**config.mk**
```make
export PLATFORM = sky130hd
export DESIGN_NAME = supply_bias_pump_config_regs
export DESIGN_NICKNAME = d
export VERILOG_FILES = /design/src/hw/supply_bias_pump_config_pkg.sv /design/src/hw/bias_level_apply.sv /design/src/hw/supply_bias_pump_config_regs.sv
export VERILOG_INCLUDE_DIRS = /design/src /design/src/hw
export SDC_FILE = /design/constraint.sdc
export NUM_CORES = 1
export LEC_CHECK = 0
export BUFFER_PORTS_ARGS = -buffer_cell sky130_fd_sc_hd__buf_2
export CORE_ASPECT_RATIO = 1.25
export CORE_MARGIN = 3
export CORE_UTILIZATION = 48
export CTS_CLUSTER_SIZE = 30
export DETAILED_ROUTE_END_ITERATION = 10
export PLACE_DENSITY = 0.88
export SLEW_MARGIN = 30
export SYNTH_ARGS = -nofsm -noshare
export SYNTH_HDL_FRONTEND = slang
export SYNTH_HIERARCHICAL = 1
export SYNTH_SLANG_ARGS = --single-unit
```
**constraint.sdc**
```tcl
create_clock -name pclk -period 2.5 [get_ports pclk]
set_input_delay 0.125 -clock pclk [delete_from_list [all_inputs] [get_ports pclk]]
set_output_delay 0.125 -clock pclk [all_outputs]
set_load 0.01 [all_outputs]
```
**src/hw/supply_bias_pump_config_params.svh**
```systemverilog
// Offsets, field positions, reset values of the supply and bias bank.
// Assumes an APB slave with word-aligned 16-bit registers.
`ifndef SUPPLY_BIAS_PUMP_CONFIG_PARAMS_SVH
`define SUPPLY_BIAS_PUMP_CONFIG_PARAMS_SVH

// Register indices; byte address is four times the index
`define REG_A_IDX        8'h3B
`define REG_B_IDX        8'h3C
`define BIAS_A_IDX       8'h3D
`define BIAS_B_IDX       8'h3E
`define PUMP_EN_IDX      8'h4C
`define PUMP_DIS_IDX     8'h4D
`define ENV_IDX          8'h51
`define STATUS_IDX       8'h70

// Shared field positions
`define DISCH_BIT        0
`define RATE_BIT         5
`define BYPASS_BIT       4
`define LVL_HI           3
`define LVL_LO           1

// Regulator fields
`define REGA_VSEL_HI     3
`define REGA_VSEL_LO     1
`define REGB_VSEL_HI     2
`define REGB_VSEL_LO     1
`define REGB_VSEL_BAD    2'h0

// Pump and envelope fields
`define PUMP_EN_BIT      15
`define PUMP_DIS_BIT     15
`define ENV_SRC_HI       9
`define ENV_SRC_LO       8
`define DYN_PWR_BIT      0

// Status word layout
`define ST_A_LVL_HI      2
`define ST_A_LVL_LO      0
`define ST_A_REG_BIT     3
`define ST_B_LVL_HI      6
`define ST_B_LVL_LO      4
`define ST_B_REG_BIT     7
`define ST_PDIS_BIT      8
`define ST_TRACK_BIT     9

// Reset values
`define REGA_VSEL_RST    3'h6
`define REGB_VSEL_RST    2'h1
`define DISCH_RST        1'h1
`define RATE_RST         1'h1
`define BYPASS_RST       1'h1
`define LVL_RST          3'h4
`define PUMP_EN_RST      1'h0
`define ENV_SRC_RST      2'h0
`define DYN_PWR_RST      1'h0

`endif

```
**src/hw/supply_bias_pump_config_pkg.sv**
```systemverilog
// Types shared by the supply, bias and pump register bank.
// Assumes the params header is compiled alongside.
`default_nettype none
package supply_bias_pump_config_pkg;

  // Bias level code, eight output levels
  typedef logic [2:0] level_type;

  // Envelope tracking source codes
  typedef enum logic [1:0] {
    SRC_AUDIO_INTERFACE_A = 2'h0,
    SRC_AUDIO_INTERFACE_B = 2'h2
  } envelope_source_type;

endpackage : supply_bias_pump_config_pkg
`default_nettype wire

```
**src/hw/bias_level_apply.sv**
```systemverilog
// Applies a bias generator's level code only in regulator mode.
// Assumes fields come straight from register flops on the same clock.
`default_nettype none
`include "supply_bias_pump_config_params.svh"
module bias_level_apply (
  input  wire logic                                pclk,
  input  wire logic                                presetn,
  input  wire logic                                bypass_sel,
  input  wire supply_bias_pump_config_pkg::level_type level,
  output var  supply_bias_pump_config_pkg::level_type level_applied,
  output var  logic                                regulating
);

  // Level follows the field only while regulating; in bypass the
  // last regulated level is kept so the return to regulation is
  // glitch free at the analogue side
  always_ff @(posedge pclk or negedge presetn) begin
    if (!presetn) begin
      level_applied <= `LVL_RST;
    end else if (!bypass_sel) begin
      level_applied <= level;
    end
  end

  // Regulator mode flag, the inverse of the bypass select
  always_ff @(posedge pclk or negedge presetn) begin
    if (!presetn) begin
      regulating <= ~`BYPASS_RST;
    end else begin
      regulating <= ~bypass_sel;
    end
  end

endmodule : bias_level_apply
`default_nettype wire

```
**src/hw/supply_bias_pump_config_regs.sv**
```systemverilog
// Supply, bias and charge pump configuration registers on APB.
// Assumes an APB master; zero wait states, 16-bit registers in the
// low half of each 32-bit word.
//
// Local design decision: register access over APB.
`default_nettype none
`include "supply_bias_pump_config_params.svh"

module supply_bias_pump_config_regs (
  input  wire logic        pclk,
  input  wire logic        presetn,
  input  wire logic        psel,
  input  wire logic        penable,
  input  wire logic        pwrite,
  input  wire logic [11:0] paddr,
  input  wire logic [31:0] pwdata,
  input  wire logic [3:0]  pstrb,
  output var  logic [31:0] prdata,
  output var  logic        pready,
  output var  logic        pslverr,
  output var  logic [2:0]  regulator_a_voltage_sel,
  output var  logic        regulator_a_discharge_sel,
  output var  logic [1:0]  regulator_b_voltage_sel,
  output var  logic        regulator_b_discharge_sel,
  output var  logic        bias_a_ramp_rate,
  output var  logic        bias_a_bypass_sel,
  output var  logic [2:0]  bias_a_level,
  output var  logic        bias_a_discharge_sel,
  output var  logic [2:0]  bias_a_level_applied,
  output var  logic        bias_a_regulating,
  output var  logic        bias_b_ramp_rate,
  output var  logic        bias_b_bypass_sel,
  output var  logic [2:0]  bias_b_level,
  output var  logic        bias_b_discharge_sel,
  output var  logic [2:0]  bias_b_level_applied,
  output var  logic        bias_b_regulating,
  output var  logic        pump_enable,
  output var  logic        pump_discharge_sel,
  output var  logic        pump_discharge_active,
  output var  logic [1:0]  envelope_source_sel,
  output var  logic        dynamic_pump_power,
  output var  logic        dynamic_tracking_active
);

  // True when the address names a register of this bank
  function automatic logic is_mapped(input logic [11:0] a);
    logic [7:0] i;
    i = a[9:2];
    is_mapped = 1'h0;
    if (a[1:0] == 2'h0 && a[11:10] == 2'h0) begin
      unique case (i)
        `REG_A_IDX, `REG_B_IDX, `BIAS_A_IDX, `BIAS_B_IDX,
        `PUMP_EN_IDX, `PUMP_DIS_IDX, `ENV_IDX,
        `STATUS_IDX: is_mapped = 1'h1;
        default:     is_mapped = 1'h0;
      endcase
    end
  endfunction : is_mapped

  // Access phase decode
  logic        setup;       // First cycle of a transfer
  logic        access;      // Completing cycle, pready is high
  logic        bad;         // Unmapped, misaligned or read-only write
  logic        wr_ok;       // Write that takes effect this edge
  logic        lo_lane;     // Byte lane 0 enabled
  logic        hi_lane;     // Byte lane 1 enabled
  logic [7:0]  idx;         // Word index from the address
  logic [31:0] rd_word;     // Read value for the current address

  assign setup   = psel & ~penable;
  assign access  = psel & penable;
  assign idx     = paddr[9:2];
  assign bad     = ~is_mapped(paddr) |
                   (pwrite & (idx == `STATUS_IDX));
  assign wr_ok   = access & pwrite & ~bad;
  assign lo_lane = pstrb[0];
  assign hi_lane = pstrb[1];

  // Never stalls; every transfer completes in its access cycle
  assign pready  = 1'h1;
  // Error only shown in the access cycle
  assign pslverr = access & bad;

  // Register storage
  logic [2:0] rega_vsel_q;   // Regulator A voltage code
  logic       rega_disch_q;  // Regulator A discharge select
  logic [1:0] regb_vsel_q;   // Regulator B voltage code
  logic       regb_disch_q;  // Regulator B discharge select
  logic       ba_rate_q;     // Bias A ramp rate
  logic       ba_byp_q;      // Bias A bypass select
  logic [2:0] ba_lvl_q;      // Bias A level code
  logic       ba_disch_q;    // Bias A discharge select
  logic       bb_rate_q;     // Bias B ramp rate
  logic       bb_byp_q;      // Bias B bypass select
  logic [2:0] bb_lvl_q;      // Bias B level code
  logic       bb_disch_q;    // Bias B discharge select
  logic       pump_en_q;     // Pump enable
  logic       pump_dis_q;    // Pump discharge select
  logic [1:0] env_src_q;     // Envelope source code
  logic       dyn_pwr_q;     // Dynamic pump power
  logic       pdis_act_q;    // Pump outputs being discharged
  logic       track_q;       // Envelope tracking in force
  logic [31:0] prdata_q;     // Captured read data

  // Regulator A register
  always_ff @(posedge pclk or negedge presetn) begin
    if (!presetn) begin
      rega_vsel_q  <= `REGA_VSEL_RST;
      rega_disch_q <= `DISCH_RST;
    end else if (wr_ok && idx == `REG_A_IDX && lo_lane) begin
      rega_vsel_q  <= pwdata[`REGA_VSEL_HI:`REGA_VSEL_LO];
      rega_disch_q <= pwdata[`DISCH_BIT];
    end
  end

  // Regulator B register; the reserved voltage code is refused so
  // the supply never sees an undefined setting
  always_ff @(posedge pclk or negedge presetn) begin
    if (!presetn) begin
      regb_vsel_q  <= `REGB_VSEL_RST;
      regb_disch_q <= `DISCH_RST;
    end else if (wr_ok && idx == `REG_B_IDX && lo_lane) begin
      if (pwdata[`REGB_VSEL_HI:`REGB_VSEL_LO]
          != `REGB_VSEL_BAD) begin
        regb_vsel_q <= pwdata[`REGB_VSEL_HI:`REGB_VSEL_LO];
      end
      regb_disch_q <= pwdata[`DISCH_BIT];
    end
  end

  // Bias A register
  always_ff @(posedge pclk or negedge presetn) begin
    if (!presetn) begin
      ba_rate_q  <= `RATE_RST;
      ba_byp_q   <= `BYPASS_RST;
      ba_lvl_q   <= `LVL_RST;
      ba_disch_q <= `DISCH_RST;
    end else if (wr_ok && idx == `BIAS_A_IDX && lo_lane) begin
      ba_rate_q  <= pwdata[`RATE_BIT];
      ba_byp_q   <= pwdata[`BYPASS_BIT];
      ba_lvl_q   <= pwdata[`LVL_HI:`LVL_LO];
      ba_disch_q <= pwdata[`DISCH_BIT];
    end
  end

  // Bias B register, same layout as bias A
  always_ff @(posedge pclk or negedge presetn) begin
    if (!presetn) begin
      bb_rate_q  <= `RATE_RST;
      bb_byp_q   <= `BYPASS_RST;
      bb_lvl_q   <= `LVL_RST;
      bb_disch_q <= `DISCH_RST;
    end else if (wr_ok && idx == `BIAS_B_IDX && lo_lane) begin
      bb_rate_q  <= pwdata[`RATE_BIT];
      bb_byp_q   <= pwdata[`BYPASS_BIT];
      bb_lvl_q   <= pwdata[`LVL_HI:`LVL_LO];
      bb_disch_q <= pwdata[`DISCH_BIT];
    end
  end

  // Pump enable, in the upper byte lane
  always_ff @(posedge pclk or negedge presetn) begin
    if (!presetn) begin
      pump_en_q <= `PUMP_EN_RST;
    end else if (wr_ok && idx == `PUMP_EN_IDX && hi_lane) begin
      pump_en_q <= pwdata[`PUMP_EN_BIT];
    end
  end

  // Pump discharge select, in the upper byte lane
  always_ff @(posedge pclk or negedge presetn) begin
    if (!presetn) begin
      pump_dis_q <= `DISCH_RST;
    end else if (wr_ok && idx == `PUMP_DIS_IDX && hi_lane) begin
      pump_dis_q <= pwdata[`PUMP_DIS_BIT];
    end
  end

  // Envelope source; reserved codes are refused and the old
  // source is kept, so tracking never follows a dead input
  always_ff @(posedge pclk or negedge presetn) begin
    if (!presetn) begin
      env_src_q <= `ENV_SRC_RST;
    end else if (wr_ok && idx == `ENV_IDX && hi_lane) begin
      unique case (pwdata[`ENV_SRC_HI:`ENV_SRC_LO])
        supply_bias_pump_config_pkg::SRC_AUDIO_INTERFACE_A,
        supply_bias_pump_config_pkg::SRC_AUDIO_INTERFACE_B:
          env_src_q <= pwdata[`ENV_SRC_HI:`ENV_SRC_LO];
        default:
          env_src_q <= env_src_q;
      endcase
    end
  end

  // Dynamic pump power, in the lower byte lane
  always_ff @(posedge pclk or negedge presetn) begin
    if (!presetn) begin
      dyn_pwr_q <= `DYN_PWR_RST;
    end else if (wr_ok && idx == `ENV_IDX && lo_lane) begin
      dyn_pwr_q <= pwdata[`DYN_PWR_BIT];
    end
  end

  // Pump state seen by the analogue side: discharge only acts
  // while the pump is off, level tracking only while it is on
  always_ff @(posedge pclk or negedge presetn) begin
    if (!presetn) begin
      pdis_act_q <= `DISCH_RST & ~`PUMP_EN_RST;
      track_q    <= `PUMP_EN_RST & `DYN_PWR_RST;
    end else begin
      pdis_act_q <= pump_dis_q & ~pump_en_q;
      track_q    <= dyn_pwr_q & pump_en_q;
    end
  end

  // Level gating for each bias generator
  bias_level_apply u_bias_a (
    .pclk          (pclk),
    .presetn       (presetn),
    .bypass_sel    (ba_byp_q),
    .level         (ba_lvl_q),
    .level_applied (bias_a_level_applied),
    .regulating    (bias_a_regulating)
  );

  bias_level_apply u_bias_b (
    .pclk          (pclk),
    .presetn       (presetn),
    .bypass_sel    (bb_byp_q),
    .level         (bb_lvl_q),
    .level_applied (bias_b_level_applied),
    .regulating    (bias_b_regulating)
  );

  // Read multiplexer; unused bits read as zero
  always_comb begin
    rd_word = 32'h0;
    unique case (idx)
      `REG_A_IDX: begin
        rd_word[`REGA_VSEL_HI:`REGA_VSEL_LO] = rega_vsel_q;
        rd_word[`DISCH_BIT] = rega_disch_q;
      end
      `REG_B_IDX: begin
        rd_word[`REGB_VSEL_HI:`REGB_VSEL_LO] = regb_vsel_q;
        rd_word[`DISCH_BIT] = regb_disch_q;
      end
      `BIAS_A_IDX: begin
        rd_word[`RATE_BIT]       = ba_rate_q;
        rd_word[`BYPASS_BIT]     = ba_byp_q;
        rd_word[`LVL_HI:`LVL_LO] = ba_lvl_q;
        rd_word[`DISCH_BIT]      = ba_disch_q;
      end
      `BIAS_B_IDX: begin
        rd_word[`RATE_BIT]       = bb_rate_q;
        rd_word[`BYPASS_BIT]     = bb_byp_q;
        rd_word[`LVL_HI:`LVL_LO] = bb_lvl_q;
        rd_word[`DISCH_BIT]      = bb_disch_q;
      end
      `PUMP_EN_IDX: begin
        rd_word[`PUMP_EN_BIT] = pump_en_q;
      end
      `PUMP_DIS_IDX: begin
        rd_word[`PUMP_DIS_BIT] = pump_dis_q;
      end
      `ENV_IDX: begin
        rd_word[`ENV_SRC_HI:`ENV_SRC_LO] = env_src_q;
        rd_word[`DYN_PWR_BIT] = dyn_pwr_q;
      end
      `STATUS_IDX: begin
        rd_word[`ST_A_LVL_HI:`ST_A_LVL_LO] = bias_a_level_applied;
        rd_word[`ST_A_REG_BIT] = bias_a_regulating;
        rd_word[`ST_B_LVL_HI:`ST_B_LVL_LO] = bias_b_level_applied;
        rd_word[`ST_B_REG_BIT] = bias_b_regulating;
        rd_word[`ST_PDIS_BIT]  = pdis_act_q;
        rd_word[`ST_TRACK_BIT] = track_q;
      end
      default: begin
        rd_word = 32'h0;
      end
    endcase
  end

  // Read data captured in the setup cycle and held through access;
  // the status word is therefore one cycle old when taken
  always_ff @(posedge pclk or negedge presetn) begin
    if (!presetn) begin
      prdata_q <= 32'h0;
    end else if (setup) begin
      prdata_q <= (!pwrite && is_mapped(paddr)) ? rd_word : 32'h0;
    end
  end

  // Output wiring from the register flops
  assign prdata                    = prdata_q;
  assign regulator_a_voltage_sel   = rega_vsel_q;
  assign regulator_a_discharge_sel = rega_disch_q;
  assign regulator_b_voltage_sel   = regb_vsel_q;
  assign regulator_b_discharge_sel = regb_disch_q;
  assign bias_a_ramp_rate          = ba_rate_q;
  assign bias_a_bypass_sel         = ba_byp_q;
  assign bias_a_level              = ba_lvl_q;
  assign bias_a_discharge_sel      = ba_disch_q;
  assign bias_b_ramp_rate          = bb_rate_q;
  assign bias_b_bypass_sel         = bb_byp_q;
  assign bias_b_level              = bb_lvl_q;
  assign bias_b_discharge_sel      = bb_disch_q;
  assign pump_enable               = pump_en_q;
  assign pump_discharge_sel        = pump_dis_q;
  assign pump_discharge_active     = pdis_act_q;
  assign envelope_source_sel       = env_src_q;
  assign dynamic_pump_power        = dyn_pwr_q;
  assign dynamic_tracking_active   = track_q;

endmodule : supply_bias_pump_config_regs
`default_nettype wire

```
==> results of run 1 <==
## where the power goes
| part | switching [mW] | internal, mW | leakage (nW) |
|---|---|---|---|
| Sequential | 0.000323 | 0.729 | 0.551 |
| Clock | 0.254 | 0.198 | 0.0445 |
| Combinational | 0.0619 | 0.0289 | 0.776 |
| Total | 0.316 | 0.956 | 1.37 |
## area by class of cell
cell class                 count  area [µm²]  share of cell area
clock buffer                   5        68.8              0.0251
clock inverter                 3        21.3             0.00777
inverter                       5        18.8             0.00686
multi-input combinational    133        1000               0.365
sequential                    45        1150               0.419
tap                           58        72.6              0.0265
timing repair buffer          78         408               0.149
## stage by stage
step	std cells	power [mW]	hold slack (ps)	cell area, µm²
finish	327	1.27	48.3	2740
global route	327	1.33	43.8	2740
CTS	327	1.28	38.3	2730
detailed placement	318	0.831	324	2630
global placement	318	0.830	319	2630
floorplan	211	0.809	-171	2360
## kinds of logic after synthesis
group / after synthesis
and+or+nand+nor: 47
DFF: 45
AOI/OAI and AO/OA: 33
buffers and inverters: 33
muxes: 30
other: 2
xor gates and xnor gates: 1
## layer usage
metal / track usage / wire length (µm)
met1: 0.237 / 1990
met2: 0.310 / 2580
met3: 0.0501 / 387
met4: 0.0978 / 127
met5: 0 / 0
## state kept, by name (all words and copies together) (netlist names), 2 cells and up
| register | flops |
|---|---|
| bias_a_level | 3 |
| bias_b_level | 3 |
| envelope_source_sel | 2 |
| prdata | 11 |
| regulator_a_voltage_sel | 3 |
| regulator_b_voltage_sel | 2 |
| u_bias_a/level_applied | 3 |
| u_bias_b/level_applied | 3 |
## path summary, 6_finish.rpt
| path | from | endpoint | cells past startpoint |
|---|---|---|---|
| setup / recovery | paddr[8] | bias_b_level[1] | 6 |
| hold / removal | pwdata[5] | bias_b_ramp_rate | 2 |
| setup reg to reg | bias_a_level[1] | prdata[2] | 4 |
| hold reg to reg | pump_enable | pump_discharge_active | 1 |
| max in group asynchronous | presetn | pump_discharge_active | 2 |
| min in group asynchronous | presetn | prdata[5] | 2 |
## placed cells by master (no fill, tap or decap), drive strengths merged, types with 4 or more instances in the layout
| master | synthesis | routed |
|---|---|---|
| dfrtp | 28 | 28 |
| clkbuf | 2 | 5 |
| nor3b | 4 | 4 |
| nor2 | 4 | 4 |
| buf | 26 | 77 |
| inv | 5 | 6 |
| conb | 2 | 22 |
| o21ai | 6 | 6 |
| nor2b | 4 | 4 |
| a22o | 6 | 6 |
| nand2 | 16 | 16 |
| mux2 | 27 | 27 |
| dfstp | 17 | 17 |
==> flow_summary_export.csv, run 1 <==
group,metric,value,unit
yosys,synth_cell_type_count,45,
clock_network,cts.sinks,45,
yosys,synth_area_leader_cell,"dfrtp_1",
routing,vias,1730,
routing,detail_route.first_pass.iterations,5,
critical_path,cpMaxStageDelayCell,"nor2b_1",
yosys,synth_simple_gate_area_share,0.129,
routing,wire_length_per_cell,15.5,µm
yosys,postSynthRegisterBits,45,
routing,detail_route.iter0.violations,84,
clock_network,post-cts-setup-buffer-count,0,
yosys,ys_top_cells_by_count,"dfrtp_1 (28), buf_4 (23), mux2_2 (21), dfstp_2 (17), nand2_1 (16)",
yosys,yosys-mux-area-fraction,0.146,
global_routing,first_global_vias,1677,
critical_path,rrSetupSlack,1240,ps
floorplanning,die_w,67.7,µm
global_routing,grt_max_degree,46,
global_routing,grtUsageTotal,0.195,
timing,setup_viol_count_final,0,
yosys,syn_area,0.00229,mm²
routing,remaining_antenna_violation_count,0,
timing,rsz_0062_raised_after_global_routing,"false",
yosys,yosys_warnings,6,
yosys,syn_inst,191,
floorplanning,io_pins,121,
layout,post-route-util,0.609,
critical_path,worst-path-buf-inv,2,
yosys,synth_largest_type_area_fraction,0.307,
critical_path,worst_path_arrival_time,1920,ps
yosys,synthMostInstantiatedCell,"dfrtp_1",
routing,post-route-drc-count,0,
critical_path,crit_family,"simple AND/OR/NAND/NOR gates",
placement,placement.setup.worst_slack,451,ps
floorplanning,initial_cell_density_of_the_core,0.509,
clock_network,postCtsResizedCells,0,
timing,fin_skew,8.81,ps
yosys,top_cells_by_area_synth,"dfrtp_1 (31%), dfstp_2 (20%), mux2_2 (10%)",
yosys,ys_dominant_reg_cell,"dfrtp_1",
critical_path,worstSetupPathType,"in2reg",
layout,fillCellCount,369,
yosys,async_set_or_reset_register_ratio_after_synthesis,1.00,
layout,antenna-diode-count,0,
yosys,largest_family_of_logic_cells_by_synthesized_area,"multiplexers",
layout,finish.net_count,321,
timing,hold_violations,0,
timing,setup_tns_final,0,ps
global_routing,remaining_global_route_overflow,0,
placement,gp_congestion,0.833,
clock_network,tritoncts,"built",
critical_path,critical_path.max_stage_delay,540,ps
job,maxcap_viol_count,0,
yosys,synth-compound-area-share,0.123,
clock_network,clk_latency,300,ps
clock_network,number_of_buffers_between_clock_root_and_the_deepest_sink,2,
timing,finalWorstSetupSlack,775,ps
clock_network,h_tree_depth,2,
timing,fmax,580,MHz
timing,fin_crit,1720,ps
floorplanning,rows,27,
routing,post_drt_via_cell_ratio,5.29,
layout,syn2layout_area_growth,19.7,%
yosys,sequential_share_of_the_synthesized_area,0.502,
placement,dp_hpwl,3.92,mm
yosys,yosys.area_share.adder,0,
timing,timing.max_slew.rel_slack,0.573,
clock_network,ctsRootBufferMaster,"clkbuf_8",
yosys,mean_cell_area_of_the_mapped_netlist,12.0,µm²
timing,fin_crit_sh,0.690,
floorplanning,die_area,0.00563,mm²
global_routing,antenna_found_initial,0,
yosys,synth-edff-count,0,
floorplanning,die_height,83.2,µm
run_status,run_status,"completed",
global_routing,grt_pass1_wl,8.23,mm
floorplanning,core_area,0.00449,mm²
power_and_ir_drop,vdd.ir_drop.worst,397,µV
critical_path,timing.critical_path.from_type,"input pin",
clock_network,hold_buffers,1,
placement,io_buffers,73,
layout,post_route_cells_drive_above_1_share,0.472,
min_path,hp-class,"in2reg",
timing,maxSlewViolCount,0,
routing,routed_wirelength,5.08,mm
power_and_ir_drop,cellPowerDensity,465,mW/mm²
critical_path,cp.required,2690,ps
clock_network,numCtsBuffers,5,
critical_path,crit_path_max_fanout,7,
critical_path,critical_path.cell_chain,"buf_2 > nand4bb_1 > nor4b_2 > buf_4 > nor2b_1 > mux2_1",
timing,max_slew.worst_pin.slew,639,ps
yosys,synth_xor_xnor_area_share,0.00383,
critical_path,end_kind,"flop",
clock_network,clk_transition_reported_paths,90,ps
power_and_ir_drop,p_leak,1.37,nW
Note: power is estimated with default switching activity, not from simulation.
==> run 2: changes to the inputs <==
--- a/config.mk
+++ b/config.mk
@@ -6,13 +6,14 @@
 export SDC_FILE = /design/constraint.sdc
 export NUM_CORES = 1
 export LEC_CHECK = 0
+export ABC_AREA = 1
 export BUFFER_PORTS_ARGS = -buffer_cell sky130_fd_sc_hd__buf_2
 export CORE_ASPECT_RATIO = 1.25
 export CORE_MARGIN = 3
-export CORE_UTILIZATION = 48
+export CORE_UTILIZATION = 46
 export CTS_CLUSTER_SIZE = 30
 export DETAILED_ROUTE_END_ITERATION = 10
-export PLACE_DENSITY = 0.88
+export PLACE_DENSITY = 0.83
 export SLEW_MARGIN = 30
 export SYNTH_ARGS = -nofsm -noshare
 export SYNTH_HDL_FRONTEND = slang
==> constraint.sdc (replaced) <==
create_clock -name pclk -period 1.7 [get_ports pclk]
set_input_delay 0.085 -clock pclk [delete_from_list [all_inputs] [get_ports pclk]]
set_output_delay 0.085 -clock pclk [all_outputs]
set_load 0.01 [all_outputs]
==> flow_summary_export.csv, run 2 <==
group,metric,value,unit
run_status,run_status,"completed",
clock_network,post-cts-setup-buffer-count,0,
critical_path,worstSetupPathType,"in2reg",
global_routing,grtUsageTotal,0.185,
min_path,hp-class,"in2reg",
layout,antenna-diode-count,0,
timing,finalWorstSetupSlack,368,ps
layout,largest_reg_flops,11,
critical_path,timing.critical_path.from_type,"input pin",
timing,fin_crit,1330,ps
routing,remaining_antenna_violation_count,0,
layout,final_cell_mix,"nand2_1 (136), buf_2 (73), nand3_1 (38)",
yosys,yosys_warnings,6,
power_and_ir_drop,p_leak,1.74,nW
critical_path,crit_path_max_fanout,14,
layout,seq_area,0.00115,mm²
power_and_ir_drop,vdd.ir_drop.worst,439,µV
timing,fin_crit_sh,0.784,
placement,io_buffers,73,
global_routing,remaining_global_route_overflow,0,
layout,layout_commonest_cell,"nand2_1",
placement,dp_hpwl,4.47,mm
critical_path,end_kind,"flop",
timing,rsz_0062_raised_after_global_routing,"false",
layout,fillCellCount,476,
timing,hold_violations,0,
timing,fin_skew,9.82,ps
yosys,mean_cell_area_of_the_mapped_netlist,7.67,µm²
yosys,synth_largest_type_area_fraction,0.285,
layout,post-route-util,0.578,
floorplanning,rows,29,
clock_network,tritoncts,"built",
clock_network,number_of_buffers_between_clock_root_and_the_deepest_sink,2,
placement,gp_congestion,0.830,
layout,area_used_by_multi_input_combinational_logic,0.00108,mm²
yosys,synth_cell_type_count,25,
layout,syn2layout_area_growth,20.1,%
routing,routed_wirelength,5.76,mm
yosys,async_set_or_reset_register_ratio_after_synthesis,1.00,
yosys,synth-edff-count,0,
yosys,synth_area_leader_cell,"dfrtp_1",
layout,post_route_cells_drive_above_1_share,0.308,
routing,detail_route.iter0.violations,140,
clock_network,postCtsResizedCells,0,
timing,fmax,751,MHz
floorplanning,initial_cell_density_of_the_core,0.481,
floorplanning,die_area,0.00627,mm²
clock_network,clk_transition_reported_paths,90,ps
yosys,ys_top_cells_by_count,"nand2_1 (136), nand3_1 (38), dfrtp_1 (28), buf_4 (22), inv_1 (22)",
yosys,syn_inst,321,
power_and_ir_drop,cellPowerDensity,685,mW/mm²
clock_network,ctsRootBufferMaster,"clkbuf_8",
floorplanning,io_pins,121,
critical_path,cp.required,1900,ps
clock_network,h_tree_depth,2,
global_routing,antenna_found_initial,0,
yosys,synthMostInstantiatedCell,"nand2_1",
routing,post_drt_via_cell_ratio,4.88,
yosys,ys_dominant_reg_cell,"dfrtp_1",
yosys,sequential_share_of_the_synthesized_area,0.466,
routing,vias,2265,
global_routing,grt_pass1_wl,9.33,mm
timing,maxSlewViolCount,0,
placement,placement.setup.worst_slack,64.4,ps
clock_network,cts.sinks,45,
layout,finish.net_count,454,
timing,setup_viol_count_final,0,
global_routing,grt_max_degree,46,
floorplanning,die_height,87.8,µm
routing,post-route-drc-count,0,
clock_network,numCtsBuffers,5,
floorplanning,die_w,71.4,µm
yosys,syn_area,0.00246,mm²
critical_path,worst_path_arrival_time,1530,ps
routing,wire_length_per_cell,12.4,µm
job,maxcap_viol_count,0,
yosys,postSynthRegisterBits,45,
global_routing,first_global_vias,2078,
yosys,top_cells_by_area_synth,"dfrtp_1 (28%), nand2_1 (21%), dfstp_2 (18%)",
routing,detail_route.first_pass.iterations,4,
floorplanning,core_area,0.00512,mm²
timing,setup_tns_final,0,ps
clock_network,clk_latency,300,ps
==> run 2: changes by cell type after synthesis, moves of 5 or more <==
cell / previous run / this run
inv_1: 5 / 22
nand2_1: 16 / 136
mux2_2: 21 / 0
nor2_1: 4 / 13
nand3_1: 0 / 38
mux2_1: 6 / 0
nand4_1: 0 / 5
inv_2: 0 / 6
==> run 2: final timing paths <==
kind | start | to | slack, ps | depth (start not counted)
min reg2reg | regulator_a_voltage_sel[1] | regulator_a_voltage_sel[1] | 470 | 2
min | pwdata[5] | bias_a_ramp_rate | 5 | 3
max in group asynchronous | presetn | regulator_a_discharge_sel | 1130 | 3
max reg2reg | regulator_a_discharge_sel | prdata[0] | 650 | 3
max | paddr[7] | regulator_a_voltage_sel[0] | 370 | 13
min in group asynchronous | presetn | prdata[7] | 290 | 3
==> run 2: cell families after synthesis <==
kind of cell | synth area share
AOI/OAI and AO/OA | 0.0264
buffers and inverters | 0.126
DFF | 0.466
other | 0.00305
and+or+nand+nor | 0.378
==> run 2: repair_timing <==
item | 4_1_cts | 5_1_grt
setup endpoints to repair | 0 | 0
hold buffers | 1 | 0
hold endpoints to repair | 38 | 0
==> run 2: critical path, stage by stage <==
cell     delay [ps]
buf_2           110
inv_1            60
nand2_1          50
nor2_1          120
nand2_1         110
nand2_1          70
nor2_1           50
nand2_2          80
nand3_2         100
nor2_4          300
nand3_1         230
nand2_1         110
nand2_1          50
==> run 2: power by group <==
group          internal, mW  switching [mW]  total (mW)
clock network         0.441           0.367       0.809
registers              1.07       0.0000225        1.07
logic                0.0434           0.101       0.144
total                  1.56           0.468        2.02
==> run 2: metal layers <==
layer | track usage | vias up | wire length, µm
met2 | 0.329 | 78 | 2950
met5 | 0 | - | 0
met1 | 0.225 | 1057 | 2380
li1 | - | 1122 | -
met3 | 0.0356 | 8 | 326
met4 | 0.0615 | 0 | 102
==> run 2: metrics by stage <==
step	instances	total power [mW]	instance area [µm²]	hold slack, ps
after global routing	464	2.09	2960	16.3
after detailed placement	455	1.23	2840	81.3
after global placement	455	1.23	2840	76.7
final	464	2.02	2960	4.89
after CTS	464	2.04	2960	0.0496
after floorplan	341	1.19	2540	-211
==> run 2: layout make-up <==
type / count / share of cell area
Tap cell: 62 / 0.0262
Inverter: 29 / 0.0368
Clock buffer: 6 / 0.0245
Timing Repair Buffer: 80 / 0.146
Sequential cell: 45 / 0.388
Multi-Input combinational cell: 240 / 0.365
Clock inverter: 2 / 0.0131
